**src/rtl/ewk_pkg.sv**
```systemverilog
// Package with constants and types of the external request and standby wake block.
// Function
// RULE1: Wake enable register, one bit per pin.
// RULE2: Wake bit zero: pin not sampled in standby.
// RULE3: Wake bit one: leave standby after settling.
// RULE4: Wake bits 15 to 12 read zero.
// RULE5: Software keeps wake pins off transfer activation.
// RULE6: Thirteen sources, all may release standby.
// RULE7: Nonmaskable request always accepted, top priority.
// RULE8: Control bit picks nonmaskable rising or falling.
// RULE9: Nonmaskable sets error flags, stops DMA channels.
// RULE10: Two-bit sense per pin selects trigger.
// RULE11: Sense 00 low, 01 fall, 10 rise, 11 both.
// RULE12: Per-pin enable gates request to CPU.
// RULE13: Pin priority comes from programmable setting.
// RULE14: Per-pin flag set by trigger, software clears.
// RULE15: Flag clears by writing 0 after reading 1.
// RULE16: Edge flags clear on exception handling.
// RULE17: Detection gated by port input control, not port direction.
// RULE18: Level source holds pin low until handling.
// RULE19: Peripheral request only while its enable set.
// RULE20: Peripheral requests also activate transfer engines.
// RULE21: Pins synchronised before edge or level detection.
package ewk_pkg;

    // ************************************************************
    // Sizes
    // ************************************************************
    localparam int NUM_PINS = 12;
    localparam int PRIO_W = 3;
    localparam int PRIO_STRIDE = 4;
    localparam int PRIO_PER_WORD = 8;
    localparam int SENSE_W = 2;
    localparam int PIN_IDX_W = 4;

    // ************************************************************
    // Register offsets and layouts
    // ************************************************************
    localparam logic [7:0] OFF_CTRL = 8'h00;
    localparam logic [7:0] OFF_SENSE = 8'h04;
    localparam logic [7:0] OFF_ENABLE = 8'h08;
    localparam logic [7:0] OFF_STATUS = 8'h0c;
    localparam logic [7:0] OFF_WAKE = 8'h10;
    localparam logic [7:0] OFF_PRIO_LO = 8'h14;
    localparam logic [7:0] OFF_PRIO_HI = 8'h18;
    localparam logic [7:0] OFF_PERIPH_EN = 8'h1c;
    localparam logic [7:0] OFF_STATE = 8'h20;
    localparam int CTRL_NMI_EDGE_BIT = 0;
    localparam int STATE_NMI_PEND_BIT = 0;
    localparam int STATE_SETTLE_BIT = 1;
    localparam logic [15:0] WAKE_RESET = 16'h0000;
    localparam logic [31:0] ZERO_WORD = 32'h0000_0000;

    // ************************************************************
    // Sense encodings, rise bit on top
    // ************************************************************
    localparam logic [1:0] SENSE_LOW = 2'h0;
    localparam logic [1:0] SENSE_FALL = 2'h1;
    localparam logic [1:0] SENSE_RISE = 2'h2;
    localparam logic [1:0] SENSE_BOTH = 2'h3;

    // ************************************************************
    // Oscillation settling time
    // ************************************************************
    localparam int CLK_MHZ = 200;
    localparam int OSC_SETTLE_NS = 8000;
    localparam int SETTLE_CYCLES = (OSC_SETTLE_NS * CLK_MHZ + 999) / 1000;
    localparam int CNT_W = 12;

    typedef enum logic [0:0] {
        ST_RUN = 1'b0,
        ST_SETTLE = 1'b1
    } ewk_wake_e;

    // ************************************************************
    // Carriers
    // ************************************************************
    typedef struct packed {
        logic valid;
        logic nmi;
        logic [PIN_IDX_W-1:0] pin;
    } ewk_ack_s;

    typedef struct packed {
        logic xfer_err_set;
        logic dma0_err_set;
        logic dma_stop_all;
    } ewk_err_s;

endpackage

```
**src/rtl/ewk_top.sv**
```systemverilog
// External request front end with standby wake, nonmaskable error handling and APB registers.
//
// Our own choices: the APB register port and the register offsets.
`timescale 1ns/1ps
module ewk_top
    import ewk_pkg::*;
#(
    parameter int NUM_PERIPH = 8
) (
    // Clock and reset
    input wire logic I_CLK_SYS,
    input wire logic I_RST,
    // APB slave
    input wire logic I_PSEL,
    input wire logic I_PENABLE,
    input wire logic I_PWRITE,
    input wire logic [7:0] I_PADDR,
    input wire logic [31:0] I_PWDATA,
    output logic O_PREADY,
    output logic O_PSLVERR,
    output logic [31:0] O_PRDATA,
    // External pins
    input wire logic I_NMI_PIN,
    input wire logic [NUM_PINS-1:0] I_EXT_REQ_PIN_N,
    input wire logic [NUM_PINS-1:0] I_PORT_INPUT_EN,
    // CPU side
    input wire logic I_STANDBY,
    input wire ewk_ack_s I_ACK,
    output logic O_NMI_REQ,
    output logic [NUM_PINS-1:0] O_PIN_REQ,
    output logic [NUM_PINS*PRIO_W-1:0] O_PIN_PRIO,
    output logic O_STANDBY_RELEASE,
    // Transfer engines
    output ewk_err_s O_ERR,
    // Peripheral sources
    input wire logic [NUM_PERIPH-1:0] I_PERIPH_FLAG,
    output logic [NUM_PERIPH-1:0] O_PERIPH_REQ,
    output logic [NUM_PERIPH-1:0] O_PERIPH_XFER_REQ
);

    // ************************************************************
    // State
    // ************************************************************
    typedef struct packed {
        logic nmi_edge_q;
        logic [NUM_PINS*SENSE_W-1:0] sense_q;
        logic [NUM_PINS-1:0] enable_q;
        logic [NUM_PINS-1:0] flag_q;
        logic [NUM_PINS-1:0] seen_q;
        logic [NUM_PINS-1:0] wake_q;
        logic [NUM_PINS*PRIO_W-1:0] prio_q;
        logic [NUM_PERIPH-1:0] periph_en_q;
        logic nmi_pend_q;
        ewk_err_s err_q;
        ewk_wake_e wake_st_q;
        logic [CNT_W-1:0] cnt_q;
        logic release_q;
        logic [31:0] prdata_q;
    } ewk_state_s;

    ewk_state_s st_q;
    ewk_state_s st_d;

    logic [NUM_PINS-1:0] pin_trig;
    logic [NUM_PINS-1:0] pin_level;
    logic [NUM_PINS-1:0] sample_en;
    logic nmi_trig;
    logic nmi_unused_level;
    logic setup;
    logic access;
    logic mapped;

    // ************************************************************
    // Pin detectors
    // ************************************************************
    for (genvar gi = 0; gi < NUM_PINS; gi++) begin : g_pin
        // The port input control and, in standby, a zero wake bit gate detection; output direction plays no part.
        assign sample_en[gi] = I_PORT_INPUT_EN[gi] & ~(I_STANDBY & ~st_q.wake_q[gi]); // [RULE2] [RULE17]
        ewk_sense u_sense (
            .i_clk(I_CLK_SYS),
            .i_rst(I_RST),
            .i_pin(I_EXT_REQ_PIN_N[gi]),
            .i_sample_en(sample_en[gi]),
            .i_mode(st_q.sense_q[gi*SENSE_W +: SENSE_W]),
            .o_trig(pin_trig[gi]),
            .o_level(pin_level[gi])
        );
    end

    ewk_sense u_nmi (
        .i_clk(I_CLK_SYS),
        .i_rst(I_RST),
        .i_pin(I_NMI_PIN),
        .i_sample_en(1'b1),
        .i_mode(st_q.nmi_edge_q ? SENSE_RISE : SENSE_FALL), // [RULE8]
        .o_trig(nmi_trig),
        .o_level(nmi_unused_level)
    );

    // ************************************************************
    // Bus decode
    // ************************************************************
    assign setup = I_PSEL & ~I_PENABLE;
    assign access = I_PSEL & I_PENABLE;

    always_comb begin
        unique case (I_PADDR)
            OFF_CTRL, OFF_SENSE, OFF_ENABLE, OFF_STATUS, OFF_WAKE,
            OFF_PRIO_LO, OFF_PRIO_HI, OFF_PERIPH_EN, OFF_STATE: mapped = 1'b1;
            default: mapped = 1'b0;
        endcase
    end

    // ************************************************************
    // Next state
    // ************************************************************
    always_comb begin
        logic [NUM_PINS-1:0] set_f;
        logic [NUM_PINS-1:0] clr_f;
        logic [31:0] rd;
        logic wake_hit;
        set_f = '0;
        clr_f = '0;
        rd = ZERO_WORD;
        wake_hit = 1'b0;
        st_d = st_q;
        st_d.err_q = '0;
        st_d.release_q = 1'b0;

        // Read data is captured in the setup cycle so that it comes from a flop.
        if (setup && !I_PWRITE) begin
            unique case (I_PADDR)
                OFF_CTRL: rd[CTRL_NMI_EDGE_BIT] = st_q.nmi_edge_q;
                OFF_SENSE: rd[NUM_PINS*SENSE_W-1:0] = st_q.sense_q;
                OFF_ENABLE: rd[NUM_PINS-1:0] = st_q.enable_q;
                OFF_STATUS: rd[NUM_PINS-1:0] = st_q.flag_q;
                OFF_WAKE: rd[NUM_PINS-1:0] = st_q.wake_q; // [RULE1] [RULE4]
                OFF_PRIO_LO: begin
                    for (int i = 0; i < PRIO_PER_WORD; i++) begin
                        rd[i*PRIO_STRIDE +: PRIO_W] = st_q.prio_q[i*PRIO_W +: PRIO_W];
                    end
                end
                OFF_PRIO_HI: begin
                    for (int i = PRIO_PER_WORD; i < NUM_PINS; i++) begin
                        rd[(i-PRIO_PER_WORD)*PRIO_STRIDE +: PRIO_W] = st_q.prio_q[i*PRIO_W +: PRIO_W];
                    end
                end
                OFF_PERIPH_EN: rd[NUM_PERIPH-1:0] = st_q.periph_en_q;
                OFF_STATE: begin
                    rd[STATE_NMI_PEND_BIT] = st_q.nmi_pend_q;
                    rd[STATE_SETTLE_BIT] = (st_q.wake_st_q == ST_SETTLE);
                end
                default: rd = ZERO_WORD;
            endcase
            st_d.prdata_q = rd;
        end

        if (access && I_PWRITE) begin
            unique case (I_PADDR)
                OFF_CTRL: st_d.nmi_edge_q = I_PWDATA[CTRL_NMI_EDGE_BIT];
                OFF_SENSE: st_d.sense_q = I_PWDATA[NUM_PINS*SENSE_W-1:0];
                OFF_ENABLE: st_d.enable_q = I_PWDATA[NUM_PINS-1:0];
                // Only the zero bits of a word count, and only for flags read as one.
                OFF_STATUS: clr_f = ~I_PWDATA[NUM_PINS-1:0] & st_q.seen_q; // [RULE15]
                // Upper bits are not stored, so they always read back as zero.
                OFF_WAKE: st_d.wake_q = I_PWDATA[NUM_PINS-1:0]; // [RULE1] [RULE4]
                OFF_PRIO_LO: begin
                    for (int i = 0; i < PRIO_PER_WORD; i++) begin
                        st_d.prio_q[i*PRIO_W +: PRIO_W] = I_PWDATA[i*PRIO_STRIDE +: PRIO_W]; // [RULE13]
                    end
                end
                OFF_PRIO_HI: begin
                    for (int i = PRIO_PER_WORD; i < NUM_PINS; i++) begin
                        st_d.prio_q[i*PRIO_W +: PRIO_W] = I_PWDATA[(i-PRIO_PER_WORD)*PRIO_STRIDE +: PRIO_W]; // [RULE13]
                    end
                end
                OFF_PERIPH_EN: st_d.periph_en_q = I_PWDATA[NUM_PERIPH-1:0]; // [RULE19]
                default: st_d.nmi_edge_q = st_q.nmi_edge_q;
            endcase
        end

        // Exception handling entry for a pin clears edge flags, and level flags once the pin is high.
        if (I_ACK.valid && !I_ACK.nmi && (I_ACK.pin < PIN_IDX_W'(NUM_PINS))) begin
            if ((st_q.sense_q[I_ACK.pin*SENSE_W +: SENSE_W] != SENSE_LOW) || pin_level[I_ACK.pin]) begin
                clr_f[I_ACK.pin] = 1'b1; // [RULE16]
            end
        end

        // A trigger in the cycle of a clear keeps the flag set.
        set_f = pin_trig; // [RULE14]
        st_d.flag_q = set_f | (st_q.flag_q & ~clr_f); // [RULE14]
        st_d.seen_q = st_q.seen_q & st_d.flag_q;
        if (access && !I_PWRITE && (I_PADDR == OFF_STATUS)) begin
            st_d.seen_q = st_d.seen_q | (st_q.prdata_q[NUM_PINS-1:0] & st_q.flag_q); // [RULE15]
        end

        // Nonmaskable request: held until the CPU takes it, and reported as an error.
        if (nmi_trig) begin
            st_d.nmi_pend_q = 1'b1; // [RULE7]
            st_d.err_q = '{xfer_err_set: 1'b1, dma0_err_set: 1'b1, dma_stop_all: 1'b1}; // [RULE9]
        end else if (I_ACK.valid && I_ACK.nmi) begin
            st_d.nmi_pend_q = 1'b0;
        end

        // Standby release waits out the oscillator settling time.
        wake_hit = nmi_trig | (|(pin_trig & st_q.wake_q)); // [RULE6]
        unique case (st_q.wake_st_q)
            ST_RUN: begin
                if (I_STANDBY && wake_hit) begin
                    st_d.wake_st_q = ST_SETTLE; // [RULE3]
                    st_d.cnt_q = CNT_W'(SETTLE_CYCLES - 1);
                end
            end
            ST_SETTLE: begin
                if (st_q.cnt_q == '0) begin
                    st_d.release_q = 1'b1; // [RULE3]
                    st_d.wake_st_q = ST_RUN;
                end else begin
                    st_d.cnt_q = st_q.cnt_q - CNT_W'(1);
                end
            end
        endcase
    end

    // ************************************************************
    // Registers
    // ************************************************************
    always_ff @(posedge I_CLK_SYS) begin
        if (I_RST) begin
            st_q <= '0;
            st_q.wake_q <= WAKE_RESET[NUM_PINS-1:0];
            st_q.wake_st_q <= ST_RUN;
        end else begin
            st_q <= st_d;
        end
    end

    // ************************************************************
    // Outputs
    // ************************************************************
    assign O_PREADY = access;
    assign O_PSLVERR = access & ~mapped;
    assign O_PRDATA = st_q.prdata_q;
    assign O_NMI_REQ = st_q.nmi_pend_q; // [RULE7]
    assign O_PIN_REQ = st_q.flag_q & st_q.enable_q; // [RULE12]
    assign O_PIN_PRIO = st_q.prio_q; // [RULE13]
    assign O_STANDBY_RELEASE = st_q.release_q;
    assign O_ERR = st_q.err_q;
    // The transfer engines run their own activation priority; this block only gates the source.
    assign O_PERIPH_REQ = I_PERIPH_FLAG & st_q.periph_en_q; // [RULE19]
    assign O_PERIPH_XFER_REQ = I_PERIPH_FLAG & st_q.periph_en_q; // [RULE20]

endmodule

```
**src/rtl/ewk_sense.sv**
```systemverilog
// One request pin: synchroniser and sense detector.
`timescale 1ns/1ps
module ewk_sense
    import ewk_pkg::*;
(
    // Clock and reset
    input wire logic i_clk,
    input wire logic i_rst,
    // Pin and control
    input wire logic i_pin,
    input wire logic i_sample_en,
    input wire logic [1:0] i_mode,
    // Results
    output logic o_trig,
    output logic o_level
);

    typedef struct packed {
        logic meta;
        logic sync;
        logic prev;
        logic armed;
    } ewk_sense_s;

    ewk_sense_s s_q;
    ewk_sense_s s_d;
    logic trig;

    always_comb begin
        s_d = s_q;
        trig = 1'b0;
        // A disabled pin is not sampled at all; rearming avoids a false edge on resume.
        if (i_sample_en) begin
            s_d.meta = i_pin; // [RULE21]
            s_d.sync = s_q.meta; // [RULE21]
            s_d.prev = s_q.sync;
            s_d.armed = 1'b1;
            if (s_q.armed) begin
                unique case (i_mode) // [RULE10]
                    SENSE_LOW: trig = ~s_q.sync; // [RULE11]
                    SENSE_FALL: trig = s_q.prev & ~s_q.sync; // [RULE11]
                    SENSE_RISE: trig = ~s_q.prev & s_q.sync; // [RULE11]
                    SENSE_BOTH: trig = s_q.prev ^ s_q.sync; // [RULE11]
                endcase
            end
        end else begin
            s_d.armed = 1'b0;
        end
    end

    always_ff @(posedge i_clk) begin
        if (i_rst) begin
            s_q <= '{meta: 1'b1, sync: 1'b1, prev: 1'b1, armed: 1'b0};
        end else begin
            s_q <= s_d;
        end
    end

    assign o_trig = trig;
    assign o_level = s_q.sync;

endmodule

```
**config.mk**
```make
export PLATFORM = sky130hd
export DESIGN_NAME = ewk_top
export DESIGN_NICKNAME = d
export VERILOG_FILES = /design/src/rtl/ewk_pkg.sv /design/src/rtl/ewk_top.sv /design/src/rtl/ewk_sense.sv
export SDC_FILE = /design/constraint.sdc
export NUM_CORES = 1
export LEC_CHECK = 0
export BUFFER_PORTS_ARGS = -buffer_cell sky130_fd_sc_hd__buf_2
export CELL_PAD_IN_SITES_DETAIL_PLACEMENT = 0
export CELL_PAD_IN_SITES_GLOBAL_PLACEMENT = 1
export CORE_MARGIN = 3
export CORE_UTILIZATION = 40
export CTS_CLUSTER_DIAMETER = 120
export DETAILED_ROUTE_END_ITERATION = 10
export GPL_TIMING_DRIVEN = 0
export PLACE_DENSITY_LB_ADDON = 0.12
export SLEW_MARGIN = 20
export SYNTH_ARGS = -nofsm -noshare
export SYNTH_HDL_FRONTEND = slang
export SYNTH_SLANG_ARGS = --single-unit
```
**constraint.sdc**
```tcl
create_clock -name I_CLK_SYS -period 3.5 [get_ports I_CLK_SYS]
set_input_delay 0.525 -clock I_CLK_SYS [delete_from_list [all_inputs] [get_ports I_CLK_SYS]]
set_output_delay 0.525 -clock I_CLK_SYS [all_outputs]
set_load 0.02 [all_outputs]
```
==> impl_results.md, run 1 <==
* Syn Inst Count at 1238
* F_max at 362.7 MHz
* H-tree levels at 1
* Hold Vio Cnt, Final at 0
* Clock period minus final worst setup slack at 2.757 ns
* Max Transition Viols Final at 0
* Area Overhead vs Synth at 21.35%
* Yosys Warn Count at 0
* Register area share after synthesis at 0.4176
* Via/cell ratio at 5.380
* First-pass GRT wire length at 54790 µm
* Number of remaining DRC errors at 0
* Root buf cell: clkbuf_16
* Crit path to: st_q[45]
* Cts repair resizes at 0
* Synth unique cells at 77
* Placed cells at 1751
* Slew margin rel. at 0.3876
* Slowest cell on crit path: a2111oi_1
* Pleak at 5.503 nW
* Core area at 25250 µm²
* Worst VDD drop at 0.3210 mV
* Starting DRT DRC Count at 815
* Largest net degree at the start of global routing at 14
* Pwr Density at 450.9 nW/µm²
* Gr ovfl total at 0
* Chip Height at 166.5 µm
* Vias in the first global route at a little over 9000
* Worst EP required at just under 4 ns
* CTS tree: yes
* Post-route cell area at 12510 µm²
* Synth Register Bits at approximately 220
* Final worst path period share at 0.7877
* Gr usage total at 0.2537
* Total wire length at 36480 µm
* Layout cell share with drive strength beyond 1 at 0.2415
* Area after DPL at 11630 µm²
* WL/cell at 20.31 µm
* Crit-path max cell delay at 0.59 ns
* RSZ-0062 raised after global routing: false
* DR vias at 9662
* Setup TNS at 0 ns
* Synth area leaders: dfxtp_1, nand2_1, buf_4, a21oi_1, mux2i_1
* Post-Syn Area at slightly above 10000 µm²
* Reg2reg start: st_q[151]
* Drt first pass iters at 5
* Hold Crit Class: input pin to register
* IO Port Bufs at 182
* Max Cap Viol at 0
* Postcts setup bufs at 0
* R2r worst-path depth at 7
* Kind of end point of the critical path: register
* Antenna violations before repair at 0
* Std cell rows at 58
* Die span in x at between 150 and 200 µm
* Post-route antenna net violation count at 0
* CTS clk-pin slew, worst paths at 0.06 ns
* Num ports at 188
* Kind of critical path: register to register
* Clock Latency Late Sink at 0.53 ns
* Initial Util at 0.4081
* Top FF cell, synth: dfxtp_1
* Worst-case clock buffer depth at 3
* GPL Wtd Cong at between 0.9 and 1
* Crit Path Max Fanout at 10
* Avg Cell Area, Syn at 8.326 µm²
* Setup violators final at 0
* Hold_buf cts at 0
* Cell taking the most area after synthesis: dfxtp_1
* NumNets Final at around 1600
* Fillcell total at 2579
* Async set or reset register ratio after synthesis at 0
* Worst slew pin tran at 0.9186 ns
* Diode count at 0
* Post-synth EDFFs at 0
* Outcome: finished, final reports clean
* Crit-path cells: or2_2 -> a211oi_1 -> a2111oi_1 -> o2111ai_1 -> o311ai_2 -> buf_6 -> a21oi_1
* Crit start category: register
* RR Endpoint: st_q[45]
* Power Total at 5.641 mW
* Dpl hpwl at between 20000 and 30000 µm
* Worst reg2reg setup slack at 0.74 ns
* CTS Buf Count at 25
* Critical path arrival at 3.12 ns
* Total die area at 27730 µm²
* Non-Filler Instances at between 1500 and 2000
* Worst Skew at 0.008550 ns
* Top cell type's share of synthesized area at 0.4176
* Crit. Startpoint: st_q[151]
* CTS sink cnt at about 220
[sequential cells by signal (all words and copies together), names as in the netlist]
signal and cells:
O_STANDBY_RELEASE 1, O_PRDATA 30, O_PIN_PRIO 36, g_pin.u_sense.s_q 36, g_pin.u_sense.o_level 12, u_nmi.o_level 1
O_NMI_REQ 1, st_q 94, O_ERR 1, u_nmi.s_q 3
[cells in the mapped netlist, types with 8 or more instances]
master	number
and2_1	23
nor3b_1	8
a21oi_1	119
o21ai_1	9
nand3b_1	9
o21ai_0	33
clkbuf_1	43
mux2i_1	40
a32o_1	13
nand2_1	225
buf_2	14
ha_1	25
a22oi_1	10
nand3_1	44
o211ai_1	20
a31oi_1	14
nor2_1	69
dfxtp_1	215
buf_4	80
nor3_1	23
inv_1	47
and3_1	12
[kinds of logic after synthesis]
kind of cell             Yosys count  share of synthesized area
AO/OA/AOI/OAI                    284                     0.1773
adder cells (fa/ha/maj)           25                    0.03035
other                              1                  0.0003638
flip-flops                       215                     0.4176
multiplexers                      48                    0.05305
XOR/XNOR                          10                   0.008498
AND/OR/NAND/NOR                  463                     0.2104
buffers and inverters            192                     0.1025
[metal layers]
layer / global-route usage / part of all wire
met1: 0.3402 / 0.44
met2: 0.4268 / 0.46
met3: 0.03537 / 0.065
met4: 0.07676 / 0.031
met5: 0 / 0
[report_power, final]
part           internal [mW]  switching, mW
Sequential              2.49         0.0336
Clock                   1.67           1.07
Combinational          0.131          0.249
[how the worst min path moves through the flow]
stage / slack (ns) / start / endpoint / depth (start not counted)
floorplan: 0.39 / u_nmi.s_q[3] / u_nmi.o_level / 1
global placement: 0.40 / u_nmi.s_q[3] / u_nmi.o_level / 1
detailed placement: 0.41 / u_nmi.s_q[3] / u_nmi.o_level / 1
CTS: 0.18 / I_NMI_PIN / u_nmi.s_q[3] / 2
global route: 0.20 / I_NMI_PIN / u_nmi.s_q[3] / 2
finish: 0.19 / I_NMI_PIN / u_nmi.s_q[3] / 2
[cells in the final DEF (no fill, tap or decap), types with 6 or more instances in the layout]
| master | Yosys | routed |
|---|---|---|
| clkbuf_16 | 0 | 25 |
| a31oi_1 | 14 | 14 |
| clkbuf_8 | 1 | 11 |
| clkbuf_1 | 43 | 44 |
| a22oi_1 | 10 | 10 |
| mux2i_1 | 40 | 40 |
| and3_1 | 12 | 12 |
| nand3_1 | 44 | 44 |
| nor2_1 | 69 | 69 |
| ha_1 | 25 | 25 |
| o21ai_1 | 9 | 9 |
| buf_4 | 80 | 80 |
| nand3b_1 | 9 | 9 |
| and2_1 | 23 | 23 |
| buf_2 | 14 | 196 |
| nand2_1 | 225 | 225 |
| nand4_1 | 6 | 6 |
| dfxtp_1 | 215 | 215 |
| a32o_1 | 13 | 13 |
| a211oi_1 | 6 | 6 |
| or2_2 | 6 | 6 |
| inv_1 | 47 | 47 |
| xnor2_1 | 7 | 7 |
| nor4_1 | 6 | 6 |
| a221oi_1 | 7 | 7 |
| o2111ai_1 | 6 | 6 |
| o21ai_0 | 33 | 33 |
| a22o_1 | 6 | 6 |
| nor3_1 | 23 | 23 |
| a21oi_1 | 119 | 119 |
| o211ai_1 | 20 | 20 |
| nor3b_1 | 8 | 8 |
[metrics by stage]
stage               hold WS (ns)  setup WS, ns    util
floorplan                 0.3895         1.503       -
global placement          0.3982        0.3875  0.4607
detailed placement        0.4109        0.3471  0.4607
CTS                       0.1761        0.8328  0.4953
global route              0.1960        0.6015  0.4953
finish                    0.1893        0.7430  0.4953
[layout make-up]
| class | instances | area [µm²] | share of cell area |
|---|---|---|---|
| Inverter | 48 | 180.2 | 0.01440 |
| Timing Repair Buffer | 182 | 910.9 | 0.07282 |
| Multi-Input combinational cell | 832 | 4951 | 0.3958 |
| Clock inverter | 9 | 106.4 | 0.008503 |
| Buffer | 144 | 875.8 | 0.07002 |
| Clock buffer | 36 | 767.0 | 0.06132 |
| Sequential cell | 215 | 4304 | 0.3441 |
| Tap cell | 330 | 412.9 | 0.03301 |
[worst max-delay path, delay by kind of cell (launching register included)]
kind	cells	cell delay [ns]
and+or+nand+nor	1	0.19
DFF	1	0.55
AOI/OAI and AO/OA	5	1.62
buffers and inverters	1	0.22
No activity file was read; power rests on OpenSTA's default activity.
==> run 2: changes to the inputs <==
CORE_UTILIZATION = 38   (was 40)
clock period = 2.25 ns   (was 3.5 ns; I/O delays follow)
==> run 2 against run 1 <==
Against the previous run: the run now ends with setup timing left; utilization is 1.5 points lower; cell count grew 0.50%; clock power increased by 65%; combinational power is 58% higher; maximum frequency increased by 15%; clock-buffer cell count stayed put; sequential power grew 56%; critical path depth grew 2.
==> impl_results.md, run 2 (synthesis results as in run 1) <==
* CTS clk-pin slew, worst paths at 0.06 ns (about the same)
* Commonest non-fill, non-tap cells in the layout: nand2_1, dfxtp_1, buf_2, a21oi_1, buf_4 (unchanged)
* Kind of end point of the critical path: register (unchanged)
* Antenna violations before repair at 0 (unchanged)
* Setup violators final at 13 (was 0)
* Gr ovfl total at 0 (unchanged)
* Number of remaining DRC errors at 0 (unchanged)
* Hold Crit Depth at 3 (was 2)
* Reg2reg start: g_pin[8].u_sense.s_q[1] (was st_q[151])
* CTS Buf Count at 25 (unchanged)
* FF/Latch Area at 4309 µm² (was 4304 µm²)
* Power Total at 9.049 mW (was 5.641 mW)
* F_max at 416.7 MHz (was 362.7 MHz)
* First-pass GRT wire length at 55210 µm (was 54790 µm)
* Worst Skew at 0.01534 ns (was 0.008550 ns)
* Critical path arrival at 2.79 ns (was 3.12 ns)
* Diode count at 0 (unchanged)
* Area of the multi-input gates at 5005 µm² (was 4951 µm²)
* Total die area at 29140 µm² (was 27730 µm²)
* Hold Vio Cnt, Final at 0 (unchanged)
* Pwr Density at 714.8 nW/µm² (was 450.9 nW/µm²)
* H-tree levels at 1 (unchanged)
* Max Cap Viol at 0 (unchanged)
* Std cell rows at 59 (was 58)
* Worst VDD drop at 0.4531 mV (was 0.3210 mV)
* Num ports at 188 (unchanged)
* Total wire length at 37090 µm (was 36480 µm)
* Slowest cell on crit path: mux4_2 (was a2111oi_1)
* Failing checks: setup timing
* Root buf cell: clkbuf_16 (unchanged)
* Hold EP: g_pin[2].u_sense.s_q[3] (was u_nmi.s_q[3])
* RSZ-0062 raised after global routing: true (was false)
* Crit. Startpoint: g_pin[8].u_sense.s_q[1] (was st_q[151])
* Drt first pass iters at 5 (unchanged)
* Hold Startpoint: I_EXT_REQ_PIN_N[2] (was I_NMI_PIN)
* Worst-case clock buffer depth at 3 (unchanged)
* Crit-path cells: inv_2 -> ha_4 -> inv_2 -> mux4_2 -> nand4_1 -> o221ai_2 -> o311ai_4 -> buf_4 -> a21oi_1 (was or2_2 -> a211oi_1 -> a2111oi_1 -> o2111ai_1 -> o311ai_2 -> buf_6 -> a21oi_1)
* Via/cell ratio at 5.490 (was 5.380)
* Max reg flops at 94 (unchanged)
* Crit Path Max Fanout at 5 (was 10)
* Hold Crit Class: input pin to register (unchanged)
* Worst reg2reg setup slack at -0.15 ns (was 0.74 ns)
* Chip Height at 170.7 µm (was 166.5 µm)
* CTS tree: yes (unchanged)
* Critical Path Most Common Cell: inv_2
* Post-route antenna net violation count at 0 (unchanged)
* Fillcell total at 2641 (was 2579)
* Die span in x at 170.7 µm (was 166.5 µm)
* IO Port Bufs at 182 (unchanged)
* Max Transition Viols Final at 0 (unchanged)
* Starting DRT DRC Count at 755 (was 815)
* Kind of critical path: register to register (unchanged)
* Clock Latency Late Sink at 0.53 ns (about the same)
* Layout cell share with drive strength beyond 1 at 0.2510 (was 0.2415)
* NumNets Final at 1563 (was 1558)
* GPL Wtd Cong at 0.9139 (was 0.9167)
* Worst slew pin tran at 0.9237 ns (was 0.9186 ns)
* Worst EP required at 2.64 ns (was 3.86 ns)
* R2r worst-path depth at 9 (was 7)
* Clock period minus final worst setup slack at 2.400 ns (was 2.757 ns)
* DR vias at 9910 (was 9662)
* Outcome: complete, but fails checks (was finished, final reports clean)
* Crit start category: register (unchanged)
* WL/cell at 20.55 µm (was 20.31 µm)
* CTS sink cnt at 215 (unchanged)
* Dpl hpwl at 28470 µm (was 28170 µm)
* RR Endpoint: st_q[35] (was st_q[45])
* Final worst path period share at 1.066 (was 0.7877)
* Largest net degree at the start of global routing at 14 (unchanged)
* Final setup margin at -0.1495 ns (was 0.7430 ns)
* Vias in the first global route at 9268 (was 9134)
* Leading cell type in the layout, fill and taps excluded: nand2_1 (unchanged)
* Setup TNS at -1.748 ns (was 0 ns)
* Core area at 26350 µm² (was 25250 µm²)
* Biggest register: st_q (unchanged)
* Area Overhead vs Synth at 22.82% (was 21.35%)
* Initial Util at 0.3911 (was 0.4081)
* Pleak at 5.547 nW (was 5.503 nW)
* Slew margin rel. at 0.3761 (was 0.3876)
* Crit-path max cell delay at 0.48 ns (was 0.59 ns)
* Gr usage total at 0.2479 (was 0.2537)
## run 2: changes by cell type in the layout (fill, tap and decap cells not counted), sizes merged
| cell | previous run | this run |
|---|---|---|
| clkinvlp | 2 | 1 |
| dlygate4sd3 | 0 | 1 |
| buf | 282 | 286 |
| clkinv | 5 | 2 |
| bufinv | 2 | 5 |
## run 2: worst max path at each step
stage           endpoint  slack, ns  depth (start not counted)
2_1_floorplan   st_q[33]       0.25                          9
3_3_place_gp   st_q[156]      -0.70                          8
3_5_place_dp   st_q[158]      -0.72                          8
4_1_cts         st_q[37]      -0.11                          9
5_1_grt         st_q[34]      -0.19                          8
6_report        st_q[35]      -0.15                          9
## run 2: critical path, delay by kind of cell (launching register included)
family | cells | cell delay, ns
compound gates | 3 | 0.67
mux | 1 | 0.48
flops | 1 | 0.33
buf+inv | 3 | 0.28
fa+ha+maj | 1 | 0.25
simple gates | 1 | 0.25
## run 2: final cells by class
cell class              count  share of cell area
plain buffers             144             0.06928
clock buffers              36             0.05900
clock inverters             8             0.01354
inverters                  48             0.01423
multi-input cells         832              0.3953
flip-flops and latches    215              0.3404
well taps                 335             0.03311
repair buffers            187             0.07511
## run 2: layer usage
layer  share of wire  global-route usage  wire, µm  vias up
met5               0                   0         0        -
met4           0.028             0.07160      1042        0
met3           0.067             0.03535      2479       69
met2            0.47              0.4153     17310      368
met1            0.44              0.3337     16250     4771
li1                -                   -         -     4702
## run 2: timing repair
item | 4_1_cts | 5_1_grt
gates resized for setup | 16 | 3
setup buffers | 2 | 1
gates cloned | 1 | 0
setup endpoints to repair | 33 | 40
hold buffers | 1 | 0
pin swaps | 3 | 4
endpoints found under the hold margin | 1 | 0
## run 2: metrics by stage
step	hold WS, ns	worst slack [ns]	instance area (µm²)	std cells	util
global route	0.03337	-0.1902	12660	1805	0.4804
global placement	0.4177	-0.6952	11640	1756	0.4417
CTS	0.006698	-0.1140	12650	1804	0.4798
finish	0.01594	-0.1495	12660	1805	0.4804
detailed placement	0.4052	-0.7242	11640	1756	0.4417
floorplan	0.3895	0.2528	10310	1239	-
## run 2: where the power goes
part           total, mW  internal, mW  switching, mW
Sequential          3.93          3.87         0.0531
Clock               4.52          2.86           1.66
Combinational      0.601         0.209          0.392
